==> src/dram_bank_pkg.sv <==
package dram_bank_pkg;

  // ==========================================================
  // bus transfer sizes
  localparam logic [1:0] SIZE_BYTE = 2'h0;
  localparam logic [1:0] SIZE_HALF = 2'h1;
  localparam logic [1:0] SIZE_WORD = 2'h2;

  // ==========================================================
  // address split: column is the word address inside a page
  localparam int COL_LSB   = 2;
  localparam int ROW_LSB   = 12;
  localparam int BANK_BIT  = 27;
  localparam logic [7:0] BURST_EDGE = 8'hff;

  // ==========================================================
  // cycle counts (loaded as count minus one)
  localparam logic [3:0] CAS_CYCLES     = 4'h2;
  localparam logic [3:0] PRE_CYCLES     = 4'h2;
  localparam logic [3:0] REF_RAS_CYCLES = 4'h3;

  // ==========================================================
  // controller states
  typedef enum logic [13:0] {
    ST_IDLE    = 14'h0001,
    ST_ROW     = 14'h0002,
    ST_COL     = 14'h0004,
    ST_CAS     = 14'h0008,
    ST_DONE    = 14'h0010,
    ST_PAGE    = 14'h0020,
    ST_PRE     = 14'h0040,
    ST_REF_CAS = 14'h0080,
    ST_REF_RAS = 14'h0100,
    ST_SR_CAS  = 14'h0200,
    ST_SR_RAS  = 14'h0400,
    ST_LOW     = 14'h0800,
    ST_LP_RESP = 14'h1000,
    ST_SR_EXIT = 14'h2000
  } state_e;

  // ==========================================================
  // whole controller state, outputs included
  typedef struct packed {
    state_e      st;
    logic [3:0]  cnt;
    logic [9:0]  col;
    logic [12:0] row;
    logic        bank;
    logic [3:0]  lanes;
    logic        wr;
    logic        self_ref;
    logic [3:0]  fb_meta;
    logic [3:0]  fb_sync;
    logic [7:0]  ref_pre;
    logic [6:0]  ref_cnt;
    logic        ref_pend;
    logic        bus_wait;
    logic        bus_error;
    logic        bus_last;
    logic [1:0]  row_strobe_n;
    logic [3:0]  column_strobe_n;
    logic        mem_output_enable_n;
    logic        mem_write_enable_n;
    logic        power_down_acknowledge;
    logic        address_mux_select;
    logic        address_latch_open_n;
    logic [12:0] mem_mux_address;
    logic        read_driver_enable_n;
    logic [3:0]  read_latch_enable_n;
    logic        write_driver_enable_n;
    logic        write_latch_enable_n;
  } ctrl_s;

  localparam ctrl_s CTRL_RESET = '{
    st: ST_IDLE,
    row_strobe_n: 2'h3,
    column_strobe_n: 4'hf,
    mem_output_enable_n: 1'b1,
    mem_write_enable_n: 1'b1,
    address_latch_open_n: 1'b1,
    read_driver_enable_n: 1'b1,
    write_latch_enable_n: 1'b1,
    default: '0
  };

endpackage

==> src/dram_bank_controller.sv <==
`timescale 1ns/1ns
module dram_bank_controller (
  input  wire logic        clk_sys,
  input  wire logic        nrst,
  input  wire logic [27:0] bus_addr,
  input  wire logic        bus_write,
  input  wire logic [1:0]  bus_size,
  input  wire logic        bus_seq,
  input  wire logic        memory_space_select,
  input  wire logic        config_register_select,
  input  wire logic        big_endian,
  input  wire logic        refresh_enable,
  input  wire logic [6:0]  refresh_rate,
  input  wire logic [7:0]  refresh_clock_div,
  input  wire logic        power_down_request,
  input  wire logic [3:0]  column_strobe_feedback,
  output logic             bus_wait,
  output logic             bus_error,
  output logic             bus_last,
  output logic [1:0]       row_strobe_n,
  output logic [3:0]       column_strobe_n,
  output logic             mem_output_enable_n,
  output logic             mem_write_enable_n,
  output logic             power_down_acknowledge,
  output logic             address_mux_select,
  output logic             address_latch_open_n,
  output logic [12:0]      mem_mux_address,
  output logic             read_driver_enable_n,
  output logic [3:0]       read_latch_enable_n,
  output logic             write_driver_enable_n,
  output logic             write_latch_enable_n
);

  // ==========================================================
  // helpers

  // lane mask from size and low address; big-endian mirrors the lanes
  function automatic logic [3:0] lane_mask(
    input logic [1:0] size,
    input logic [1:0] low,
    input logic       be
  );
    logic [1:0] a;
    a = low ^ {be, be};
    if (size == dram_bank_pkg::SIZE_BYTE)
      lane_mask = 4'h1 << a;
    else if (size == dram_bank_pkg::SIZE_HALF)
      lane_mask = a[1] ? 4'hc : 4'h3;
    else
      lane_mask = 4'hf; // word (and the unused code) strobes every lane
  endfunction

  // row strobe pattern for the open bank
  function automatic logic [1:0] bank_ras(input logic bank);
    bank_ras = bank ? 2'h1 : 2'h2;
  endfunction

  dram_bank_pkg::ctrl_s s;
  dram_bank_pkg::ctrl_s n;
  logic                 sel;
  logic                 page_hit;
  logic                 tick;

  // ==========================================================
  // next-state logic
  always_comb
  begin
    n = s;
    sel = memory_space_select | config_register_select; // decoder selects only
    page_hit = bus_seq && (bus_addr[dram_bank_pkg::BANK_BIT] == s.bank)
               && (bus_addr[dram_bank_pkg::ROW_LSB +: 13] == s.row);
    tick = 1'b0;
    n.bus_error = 1'b0;
    n.bus_last = 1'b0;
    // feedback from the pads crosses in through two flops
    n.fb_meta = column_strobe_feedback;
    n.fb_sync = s.fb_meta;

    // main sequencer
    unique case (s.st)
      dram_bank_pkg::ST_IDLE:
      begin
        if (power_down_request)
        begin
          n.self_ref = refresh_enable; // self-refresh only with refresh on
          n.st = refresh_enable ? dram_bank_pkg::ST_SR_CAS : dram_bank_pkg::ST_LOW;
        end
        else if (s.ref_pend)
          n.st = dram_bank_pkg::ST_REF_CAS; // refresh wins over a waiting access
        else if (memory_space_select)
        begin
          n.st = dram_bank_pkg::ST_ROW;
          n.wr = bus_write;
          n.lanes = lane_mask(bus_size, bus_addr[1:0], big_endian);
          n.row = bus_addr[dram_bank_pkg::ROW_LSB +: 13];
          n.bank = bus_addr[dram_bank_pkg::BANK_BIT];
          n.col = bus_addr[dram_bank_pkg::COL_LSB +: 10];
        end
        else if (config_register_select)
          n.st = dram_bank_pkg::ST_DONE; // register access answers at once
      end
      dram_bank_pkg::ST_ROW:
        n.st = dram_bank_pkg::ST_COL;
      dram_bank_pkg::ST_COL:
      begin
        n.st = dram_bank_pkg::ST_CAS;
        n.cnt = dram_bank_pkg::CAS_CYCLES - 4'h1;
      end
      dram_bank_pkg::ST_CAS:
      begin
        if (s.cnt != 4'h0)
          n.cnt = s.cnt - 4'h1;
        else if ((s.fb_sync & s.lanes) == 4'h0) // strobes really low at the pads
        begin
          n.st = dram_bank_pkg::ST_DONE;
          n.bus_last = (s.col[7:0] == dram_bank_pkg::BURST_EDGE);
        end
      end
      dram_bank_pkg::ST_DONE:
      begin
        // a boundary or pending work closes the page
        if (s.bus_last || s.ref_pend || power_down_request)
        begin
          n.st = dram_bank_pkg::ST_PRE;
          n.cnt = dram_bank_pkg::PRE_CYCLES - 4'h1;
        end
        else
          n.st = dram_bank_pkg::ST_PAGE;
        if (s.row_strobe_n == 2'h3)
          n.st = dram_bank_pkg::ST_IDLE; // register access had no row open
      end
      dram_bank_pkg::ST_PAGE:
      begin
        if (s.ref_pend || power_down_request || (memory_space_select && !page_hit))
        begin
          n.st = dram_bank_pkg::ST_PRE;
          n.cnt = dram_bank_pkg::PRE_CYCLES - 4'h1;
        end
        else if (memory_space_select)
        begin
          n.st = dram_bank_pkg::ST_COL; // row stays open, next column
          n.col = s.col + 10'h1;
          n.wr = bus_write;
          n.lanes = lane_mask(bus_size, bus_addr[1:0], big_endian);
        end
        else if (config_register_select)
          n.st = dram_bank_pkg::ST_DONE;
      end
      dram_bank_pkg::ST_PRE, dram_bank_pkg::ST_SR_EXIT:
      begin
        if (s.cnt == 4'h0)
          n.st = dram_bank_pkg::ST_IDLE;
        else
          n.cnt = s.cnt - 4'h1;
      end
      dram_bank_pkg::ST_REF_CAS:
      begin
        n.st = dram_bank_pkg::ST_REF_RAS; // column strobes lead the row strobes
        n.cnt = dram_bank_pkg::REF_RAS_CYCLES - 4'h1;
        n.ref_pend = 1'b0;
      end
      dram_bank_pkg::ST_REF_RAS:
      begin
        if (s.cnt == 4'h0)
        begin
          n.st = dram_bank_pkg::ST_PRE;
          n.cnt = dram_bank_pkg::PRE_CYCLES - 4'h1;
        end
        else
          n.cnt = s.cnt - 4'h1;
      end
      dram_bank_pkg::ST_SR_CAS:
        n.st = dram_bank_pkg::ST_SR_RAS;
      dram_bank_pkg::ST_SR_RAS:
        n.st = dram_bank_pkg::ST_LOW; // entry complete, acknowledge follows
      dram_bank_pkg::ST_LOW:
      begin
        if (!power_down_request)
        begin
          n.st = dram_bank_pkg::ST_SR_EXIT;
          n.cnt = dram_bank_pkg::PRE_CYCLES - 4'h1;
          n.self_ref = 1'b0;
        end
        else if (sel)
        begin
          n.st = dram_bank_pkg::ST_LP_RESP;
          n.bus_error = memory_space_select; // no access while powered down
        end
      end
      dram_bank_pkg::ST_LP_RESP:
        n.st = dram_bank_pkg::ST_LOW;
    endcase

    // refresh clock divider and 7-bit down counter
    if (refresh_enable && refresh_clock_div != 8'h00)
    begin
      if (s.ref_pre == 8'h00)
      begin
        n.ref_pre = refresh_clock_div - 8'h1;
        tick = 1'b1;
      end
      else
        n.ref_pre = s.ref_pre - 8'h1;
    end
    if (tick)
    begin
      if (s.ref_cnt == 7'h00)
      begin
        n.ref_cnt = refresh_rate; // reload after each request
        if (refresh_rate != 7'h00)
          n.ref_pend = 1'b1; // set wins over the clear above
      end
      else
        n.ref_cnt = s.ref_cnt - 7'h1;
    end

    // responses only toward a selecting master; quiet the cycle after done
    n.bus_wait = sel && !(n.st inside {dram_bank_pkg::ST_DONE, dram_bank_pkg::ST_LP_RESP})
                 && !(s.st inside {dram_bank_pkg::ST_DONE, dram_bank_pkg::ST_LP_RESP});
    n.bus_error = n.bus_error && memory_space_select;
    n.bus_last = n.bus_last && memory_space_select;

    // pin values follow the next state, so every pin is a flop
    n.address_mux_select = n.st inside {dram_bank_pkg::ST_ROW, dram_bank_pkg::ST_COL,
                                        dram_bank_pkg::ST_CAS};
    n.address_latch_open_n = !n.address_mux_select;
    if (n.st == dram_bank_pkg::ST_ROW)
      n.mem_mux_address = n.row; // row first
    else if (n.st inside {dram_bank_pkg::ST_COL, dram_bank_pkg::ST_CAS})
      n.mem_mux_address = {3'h0, n.col}; // then column
    if (n.st inside {dram_bank_pkg::ST_ROW, dram_bank_pkg::ST_COL, dram_bank_pkg::ST_CAS,
                     dram_bank_pkg::ST_DONE, dram_bank_pkg::ST_PAGE} && s.st != dram_bank_pkg::ST_IDLE
        || n.st == dram_bank_pkg::ST_ROW)
      n.row_strobe_n = bank_ras(n.bank); // held low across the page
    else if (n.st inside {dram_bank_pkg::ST_REF_RAS, dram_bank_pkg::ST_SR_RAS}
             || (n.st inside {dram_bank_pkg::ST_LOW, dram_bank_pkg::ST_LP_RESP} && n.self_ref))
      n.row_strobe_n = 2'h0;
    else
      n.row_strobe_n = 2'h3;
    if (n.st == dram_bank_pkg::ST_DONE && s.st == dram_bank_pkg::ST_IDLE)
      n.row_strobe_n = 2'h3; // register access touches no bank
    if (n.st == dram_bank_pkg::ST_CAS)
      n.column_strobe_n = ~n.lanes;
    else if (n.st inside {dram_bank_pkg::ST_REF_CAS, dram_bank_pkg::ST_REF_RAS,
                          dram_bank_pkg::ST_SR_CAS, dram_bank_pkg::ST_SR_RAS}
             || (n.st inside {dram_bank_pkg::ST_LOW, dram_bank_pkg::ST_LP_RESP} && n.self_ref))
      n.column_strobe_n = 4'h0;
    else
      n.column_strobe_n = 4'hf;
    n.mem_write_enable_n = !(n.st == dram_bank_pkg::ST_CAS && n.wr);
    // output enable held into done: extended-data-out keeps data valid
    n.mem_output_enable_n = !(n.st inside {dram_bank_pkg::ST_CAS, dram_bank_pkg::ST_DONE}
                              && !n.wr && n.row_strobe_n != 2'h3);
    n.read_driver_enable_n = n.mem_output_enable_n;
    n.read_latch_enable_n = (!n.mem_output_enable_n && n.st == dram_bank_pkg::ST_DONE)
                            ? n.lanes : 4'h0;
    n.write_driver_enable_n = !n.wr && n.st inside {dram_bank_pkg::ST_ROW, dram_bank_pkg::ST_COL,
                                                     dram_bank_pkg::ST_CAS, dram_bank_pkg::ST_DONE};
    n.write_latch_enable_n = !(n.wr && n.address_mux_select);
    n.power_down_acknowledge = n.st inside {dram_bank_pkg::ST_LOW, dram_bank_pkg::ST_LP_RESP};
  end

  // ==========================================================
  // state register
  always_ff @(posedge clk_sys or negedge nrst)
  begin
    if (!nrst)
      s <= dram_bank_pkg::CTRL_RESET;
    else
      s <= n;
  end

  // outputs straight from the state flops
  assign bus_wait               = s.bus_wait;
  assign bus_error              = s.bus_error;
  assign bus_last               = s.bus_last;
  assign row_strobe_n           = s.row_strobe_n;
  assign column_strobe_n        = s.column_strobe_n;
  assign mem_output_enable_n    = s.mem_output_enable_n;
  assign mem_write_enable_n     = s.mem_write_enable_n;
  assign power_down_acknowledge = s.power_down_acknowledge;
  assign address_mux_select     = s.address_mux_select;
  assign address_latch_open_n   = s.address_latch_open_n;
  assign mem_mux_address        = s.mem_mux_address;
  assign read_driver_enable_n   = s.read_driver_enable_n;
  assign read_latch_enable_n    = s.read_latch_enable_n;
  assign write_driver_enable_n  = s.write_driver_enable_n;
  assign write_latch_enable_n   = s.write_latch_enable_n;
endmodule

==> config.mk <==
export PLATFORM = sky130hd
export DESIGN_NAME = dram_bank_controller
export DESIGN_NICKNAME = d
export VERILOG_FILES = /design/src/dram_bank_pkg.sv /design/src/dram_bank_controller.sv
export SDC_FILE = /design/constraint.sdc
export NUM_CORES = 1
export LEC_CHECK = 0
export BUFFER_PORTS_ARGS = -buffer_cell sky130_fd_sc_hd__buf_4
export CAP_MARGIN = 20
export CORE_MARGIN = 5
export CORE_UTILIZATION = 55
export CTS_BUF_LIST = sky130_fd_sc_hd__clkbuf_2 sky130_fd_sc_hd__clkbuf_4 sky130_fd_sc_hd__clkbuf_8
export DETAILED_ROUTE_END_ITERATION = 6
export PLACE_DENSITY = 0.79
export SYNTH_ARGS = -nofsm -noshare
export SYNTH_HDL_FRONTEND = slang
export SYNTH_SLANG_ARGS = --single-unit
export TNS_END_PERCENT = 100
==> constraint.sdc <==
create_clock -name clk_sys -period 4.8 [get_ports clk_sys]
set_input_delay 0.72 -clock clk_sys [delete_from_list [all_inputs] [get_ports clk_sys]]
set_output_delay 0.72 -clock clk_sys [all_outputs]
set_load 0.005 [all_outputs]
== Yosys cells after proc, flatten, opt, wreduce, memory -nomap -nowiden ==
Index checks and enable logic that the tools add are counted.
Operators by class
  $mul: 0
  reduce and logical (&&, ||, !) cells: 55
  div/mod/pow operators: 0
  add/sub/neg operators: 5
  equality and inequality tests: 37
  bitwise operators: 4
  shift operators: 1
  order comparisons: 0
  multiplexer cells: 62
Operator list (number)
  14-bit 2-to-1 mux: 13
  14-bit one-hot mux with 12 select lines: 1
  29-bit 2-to-1 mux: 3
  4-bit 2-to-1 mux: 12
  4-bit one-hot mux with 8 select lines: 1
  14-bit by 10-bit equality test with 1-bit output, second input constant: 2
  14-bit by 11-bit equality test with 1-bit output, second input constant: 2
  14-bit by 12-bit equality test with 1-bit output, second input constant: 2
  14-bit by 13-bit equality test with 1-bit output, second input constant: 2
  14-bit by 2-bit equality test with 1-bit output, second input constant: 2
  14-bit by 3-bit equality test with 1-bit output, second input constant: 2
  14-bit by 4-bit equality test with 1-bit output, second input constant: 2
  14-bit by 5-bit equality test with 1-bit output, second input constant: 2
  14-bit by 6-bit equality test with 1-bit output, second input constant: 2
  14-bit by 8-bit equality test with 1-bit output, second input constant: 2
  14-bit by 9-bit equality test with 1-bit output, second input constant: 2
  13-bit 2-to-1 mux: 2
  7-bit 2-to-1 mux: 3
  10-bit 2-to-1 mux: 2
  10-bit one-hot mux with 2 select lines: 1
  1-bit logical AND: 17
  8-bit nonzero test: 2
  8-bit by 1-bit subtractor with 8-bit output, second input constant: 2
  14-bit by 1-bit equality test with 1-bit output, second input constant: 1
  other kinds (37): 82
Word-level totals
  memories: 0
  latch bits: 0
  output and inout port bits: 34
  word-level logic and storage cells: 191
  input port bits: 58
  flip-flop bits (word level): 105
  RAM bits: 0
  ROM bits: 0

== Longest topological paths before layout ==
  word-level depth: 19
  gate-level depth with buffers: 13
  depth with buffers taken out: 11

== Least setup slack after synthesis ==
OpenSTA, ideal clock, no wires.
  path kind: input to register
  from: input bus_addr[16]
  to: register s, in the netlist mem_mux_address[7]
  path buffers: 2
  slack: 1.580 ns
  cell stages on the path: 11
  data required time: 4.675 ns
  arrival: 3.095 ns
  setup time: 0.125 ns
  cells stage by stage: xnor2_1 > nand4_1 > or4_4 > o311ai_1 > a21oi_1 > o21ai_4 > nor2_4 > a41o_1 > buf_6 > buf_12 > mux2_4
On the way
  cells in the longest elaborated chain, start to end: 10
  elaborated cells between the ends (all ways): 16
  classes of those cells: eq/ne: 4; mux: 6; reduce/logical: 6
RTL lines
  start: declaration: line dram_bank_controller.sv:5  | input wire logic [27:0] bus_addr,
  13-bit equality test *: line dram_bank_controller.sv:71  | && (bus_addr[dram_bank_pkg::ROW_LSB +: 13] == s.row);
  1-bit logical AND *: line dram_bank_controller.sv:71
  1-bit logical NOT *: line dram_bank_controller.sv:134  | if (s.ref_pend || power_down_request || (memory_space_select && !page_hit))
  1-bit logical AND *: line dram_bank_controller.sv:134
  1-bit logical OR *: line dram_bank_controller.sv:134
  14-bit 2-to-1 mux: line dram_bank_controller.sv:134
  14-bit one-hot mux with 12 select lines: line dram_bank_controller.sv:80  | unique case (s.st)
  14-bit by 3-bit equality test with 1-bit output / 14-bit by 4-bit equality test with 1-bit output (equally long branches): line dram_bank_controller.sv:229  | else if (n.st inside {dram_bank_pkg::ST_COL, dram_bank_pkg::ST_CAS})
  2-bit nonzero test: line dram_bank_controller.sv:229
  2-bit nonzero test (no line)
  end signal: assignment: line dram_bank_controller.sv:268  | s <= dram_bank_pkg::CTRL_RESET;
  end signal: assignment: line dram_bank_controller.sv:270  | s <= n;
  end: declaration: line dram_bank_controller.sv:58  | dram_bank_pkg::ctrl_s s;
Every way passes the cells marked *; elsewhere a longest branch is shown, timed or not. The select of a mux whose other input is x is not followed.
A chain may end at the register's enable or synchronous reset.

== Worst setup path after layout ==
  from: register s[97] (netlist bit)
  to: register s, in the netlist mem_mux_address[6]
On the way
  cells in the longest elaborated chain, start to end: 8
  elaborated cells between the ends (all ways): 38
  classes of those cells: eq/ne: 17; mux: 17; reduce/logical: 4
RTL lines
  14-bit 2-to-1 mux: line dram_bank_controller.sv:99, dram_bank_controller.sv:146
  14-bit 2-to-1 mux: line dram_bank_controller.sv:90  | else if (memory_space_select)
  14-bit 2-to-1 mux: line dram_bank_controller.sv:88  | else if (s.ref_pend)
  14-bit 2-to-1 mux: line dram_bank_controller.sv:83  | if (power_down_request)
  14-bit one-hot mux with 12 select lines: line dram_bank_controller.sv:80
  14-bit by 3-bit equality test with 1-bit output / 14-bit by 4-bit equality test with 1-bit output (equally long branches): line dram_bank_controller.sv:229
  2-bit nonzero test: line dram_bank_controller.sv:229
  2-bit nonzero test (no line)
Parallel ways exist; a longest one is shown, timed or not. The select of a mux whose other input is x is not followed.

==> run metrics <==
Startpoint Class=flop; IO Port Bufs=89; Post-synth EDFFs=0; Setup violations, final=0; Remaining DRCs=0; Logic pwr share=approximately three fifths; ys flop type=dfrtp_1; Layout area overhead=11.2%; fin. max-slew vios=0; Worst IR Drop VDD=0.398 mV; H-tree Lvls=3; Post-CTS Setup Inserts=0; status=finished, final reports clean; WS Path Type=flop to flop; post-synthesis cell type count=91; sw power=about 2300 uW; max-cap check violation count=0; Tmin final=3.96 ns; Die ar.=~14,000 um^2; critical register-to-register path endpoint=mem_mux_address[6]; Yosys top cell area share=between 30% and 40%; sw frac=between 40 and 50%; fraction of layout cells with a size suffix above 1=28.2%; # diodes=0; Req. time, crit path=5.12 ns; Crit. End Element=flop; TritonCTS clock tree=built; GR Overflow Total=0; setup TNS=0 ns; share of the yosys chip area belonging to registers=40.7%; GPL Wtd Cong=1.01; Routed Antenna Nets=0; WL met2=8.06 mm; Die X-Extent=~120 um; routed wl met3=1.40 mm; pre-CTS setup slack=between 0.9 and 1 ns; internal power=2630 uW; synth top area cells=dfrtp_1 (36%), mux2_2 (5.9%), dfstp_2 (4.5%); Routed met1 length=7.00 mm; initial core utilization=56.4%; Fmax=0.252 GHz; largest net degree at the start of global routing=70; Rel. slew slack=39.5%; reg2reg path depth=10; HP Start=n[50]; HP Class=flop to flop; largest area contributor in the netlist=dfrtp_1; hold endpoint=s[50]; vias in the first global route=5,342; asr flop ratio synth=between 90% and 100%; Ys Warns=0; Top Layer Used=met4; core box area=11,500 um^2; count leader, synth=dfrtp_1; CTS Buf Count=9; LEAKAGE=roughly 0.0032 uW; Clock Tree Root=clkbuf_8; syn_nets=731; Detailed Routing Iterations Pass 1=6; initial antenna violation count=0; Mapped Avg Cell Area=just under 10 um^2; post-CTS sizing=0; Worst EP arrival=4.28 ns; Power, Total=4960 uW; clock slew at reported path FFs=0.12 ns; Final nets=786; maximum clock path buffer count=2; worst slew pin tran=0.901 ns; unrepaired setup endpoints after global routing=false; # hold bufs at CTS=0; drt total wl=between 15 and 20 mm; clock sink count=105; GR Util All Layers=24.1%; Reg power frac=31.0%; first-pass GRT wire length=27.5 mm; skew final=0.0160 ns; Synth top cells by count=dfrtp_1 (94), nand2_1 (51), o21ai_0 (47), nor2_1 (45), mux2_2 (34); hold path depth=0; I/O pins=92; clock share of power=10.6%; Worst-Skew Late Latency=approximately 0.40 ns; Mapped Cells=667; R2R Path Start=s[97]; hold_ws=0.357 ns; Final Hold Fails=0; pwr dens=between 600 and 700 nW/um^2; Vias=5,510; DRT iter0 DRCs=495; crit share post-route=82.6%; Avg WL per Cell=roughly 19 um; final setup margin=around 0.84 ns; Final HPWL DP=12.7 mm; Yosys reg bits=105; Die Y=roughly 120 um; CP Max Fanout=13; Mapped Area=between 6000 and 7000 um^2; routed vias/inst=6.33; # rows=39; R2R Setup Slk=0.84 ns
metal layers:
metal / vias to the layer above / global-route usage [%]
met4: 0 / 9.27
met1: 2651 / 32.1
li1: 2554 / -
met2: 264 / 39.3
met5: - / 0
met3: 41 / 4.39
power by group through the flow:
stage | Sequential, uW | Clock [uW] | Combinational [uW]
6_report | 1540 | 526 | 2890
3_3_place_gp | 1530 | 0 | 2770
2_1_floorplan | 1380 | 0 | 2350
5_1_grt | 1580 | 573 | 3140
3_5_place_dp | 1540 | 0 | 2850
4_1_cts | 1530 | 536 | 2860
worst max-delay path by stage:
| stage | from | end | slack [ns] | cells past startpoint |
|---|---|---|---|---|
| 2_1_floorplan | bus_addr[16] | mem_mux_address[7] | 1.58 | 11 |
| 3_3_place_gp | s[97] | mem_mux_address[4] | 0.94 | 9 |
| 3_5_place_dp | bus_addr[27] | mem_mux_address[6] | 0.92 | 10 |
| 4_1_cts | s[97] | mem_mux_address[6] | 0.88 | 10 |
| 5_1_grt | s[97] | mem_mux_address[6] | 0.67 | 10 |
| 6_report | s[97] | mem_mux_address[6] | 0.84 | 10 |
state kept, by name, summed over array words and instances, names as in the netlist, 2 cells and up:
signal               count
mem_mux_address         13
n                        4
row_strobe_n             2
s                       68
read_latch_enable_n      4
column_strobe_n          4
worst max-delay path, stage by stage, from the launching register on:
cell	delay, ns
dfrtp_1	0.60
nor4_4	0.71
nand4_2	0.22
o21ai_4	0.37
a211oi_1	0.11
a211o_1	0.32
or3_4	0.37
nor2_4	0.14
a41o_1	0.59
buf_4	0.25
mux2i_1	0.19
cell type report:
cell class / instances / area, um^2
Tap cell: 143 / 179
Sequential cell: 105 / 2640
Timing Repair Buffer: 97 / 726
Clock inverter: 7 / 57.6
Multi-Input combinational cell: 485 / 3410
Inverter: 24 / 90.1
Fill cell: 964 / 4290
Clock buffer: 9 / 124
kinds of logic after synthesis:
family	Yosys count	synth area share, %
mux	44	7.67
compound gates	165	16.9
xor+xnor	25	3.37
simple gates	245	23.3
fa+ha+maj	6	1.16
buf+inv	77	6.88
flops	105	40.7
placed cells by master, fill, tap and decap left out, types with 6 or more instances in the layout:
master    Yosys  final
nand2b_1      8      8
a31oi_1      13     13
ha_1          6      6
clkbuf_8      0      9
a21oi_1      28     28
o21ai_0      47     47
dfstp_2      11     11
o22ai_1      12     12
xnor2_1      20     20
nor4_1       13     13
nor3_1       15     15
inv_1        24     24
nor2_1       45     45
and3_1       11     11
buf_4        30     96
mux2_2       34     34
nand4_1       7      7
or2_2         6      6
dfrtp_1      94     94
nand2_1      51     51
nand3_1      18     18
nor4_2        6      6
or3_1         8      8
mux2i_1       7      7
stage by stage:
stage	cell area, um^2	util (%)	cells
6_report	7220	62.7	870
5_1_grt	7220	62.7	870
4_1_cts	7220	62.7	870
3_5_place_dp	7040	61.1	854
3_3_place_gp	7040	61.1	853
2_1_floorplan	6490	-	667
Power figures use the tool's default switching activity.
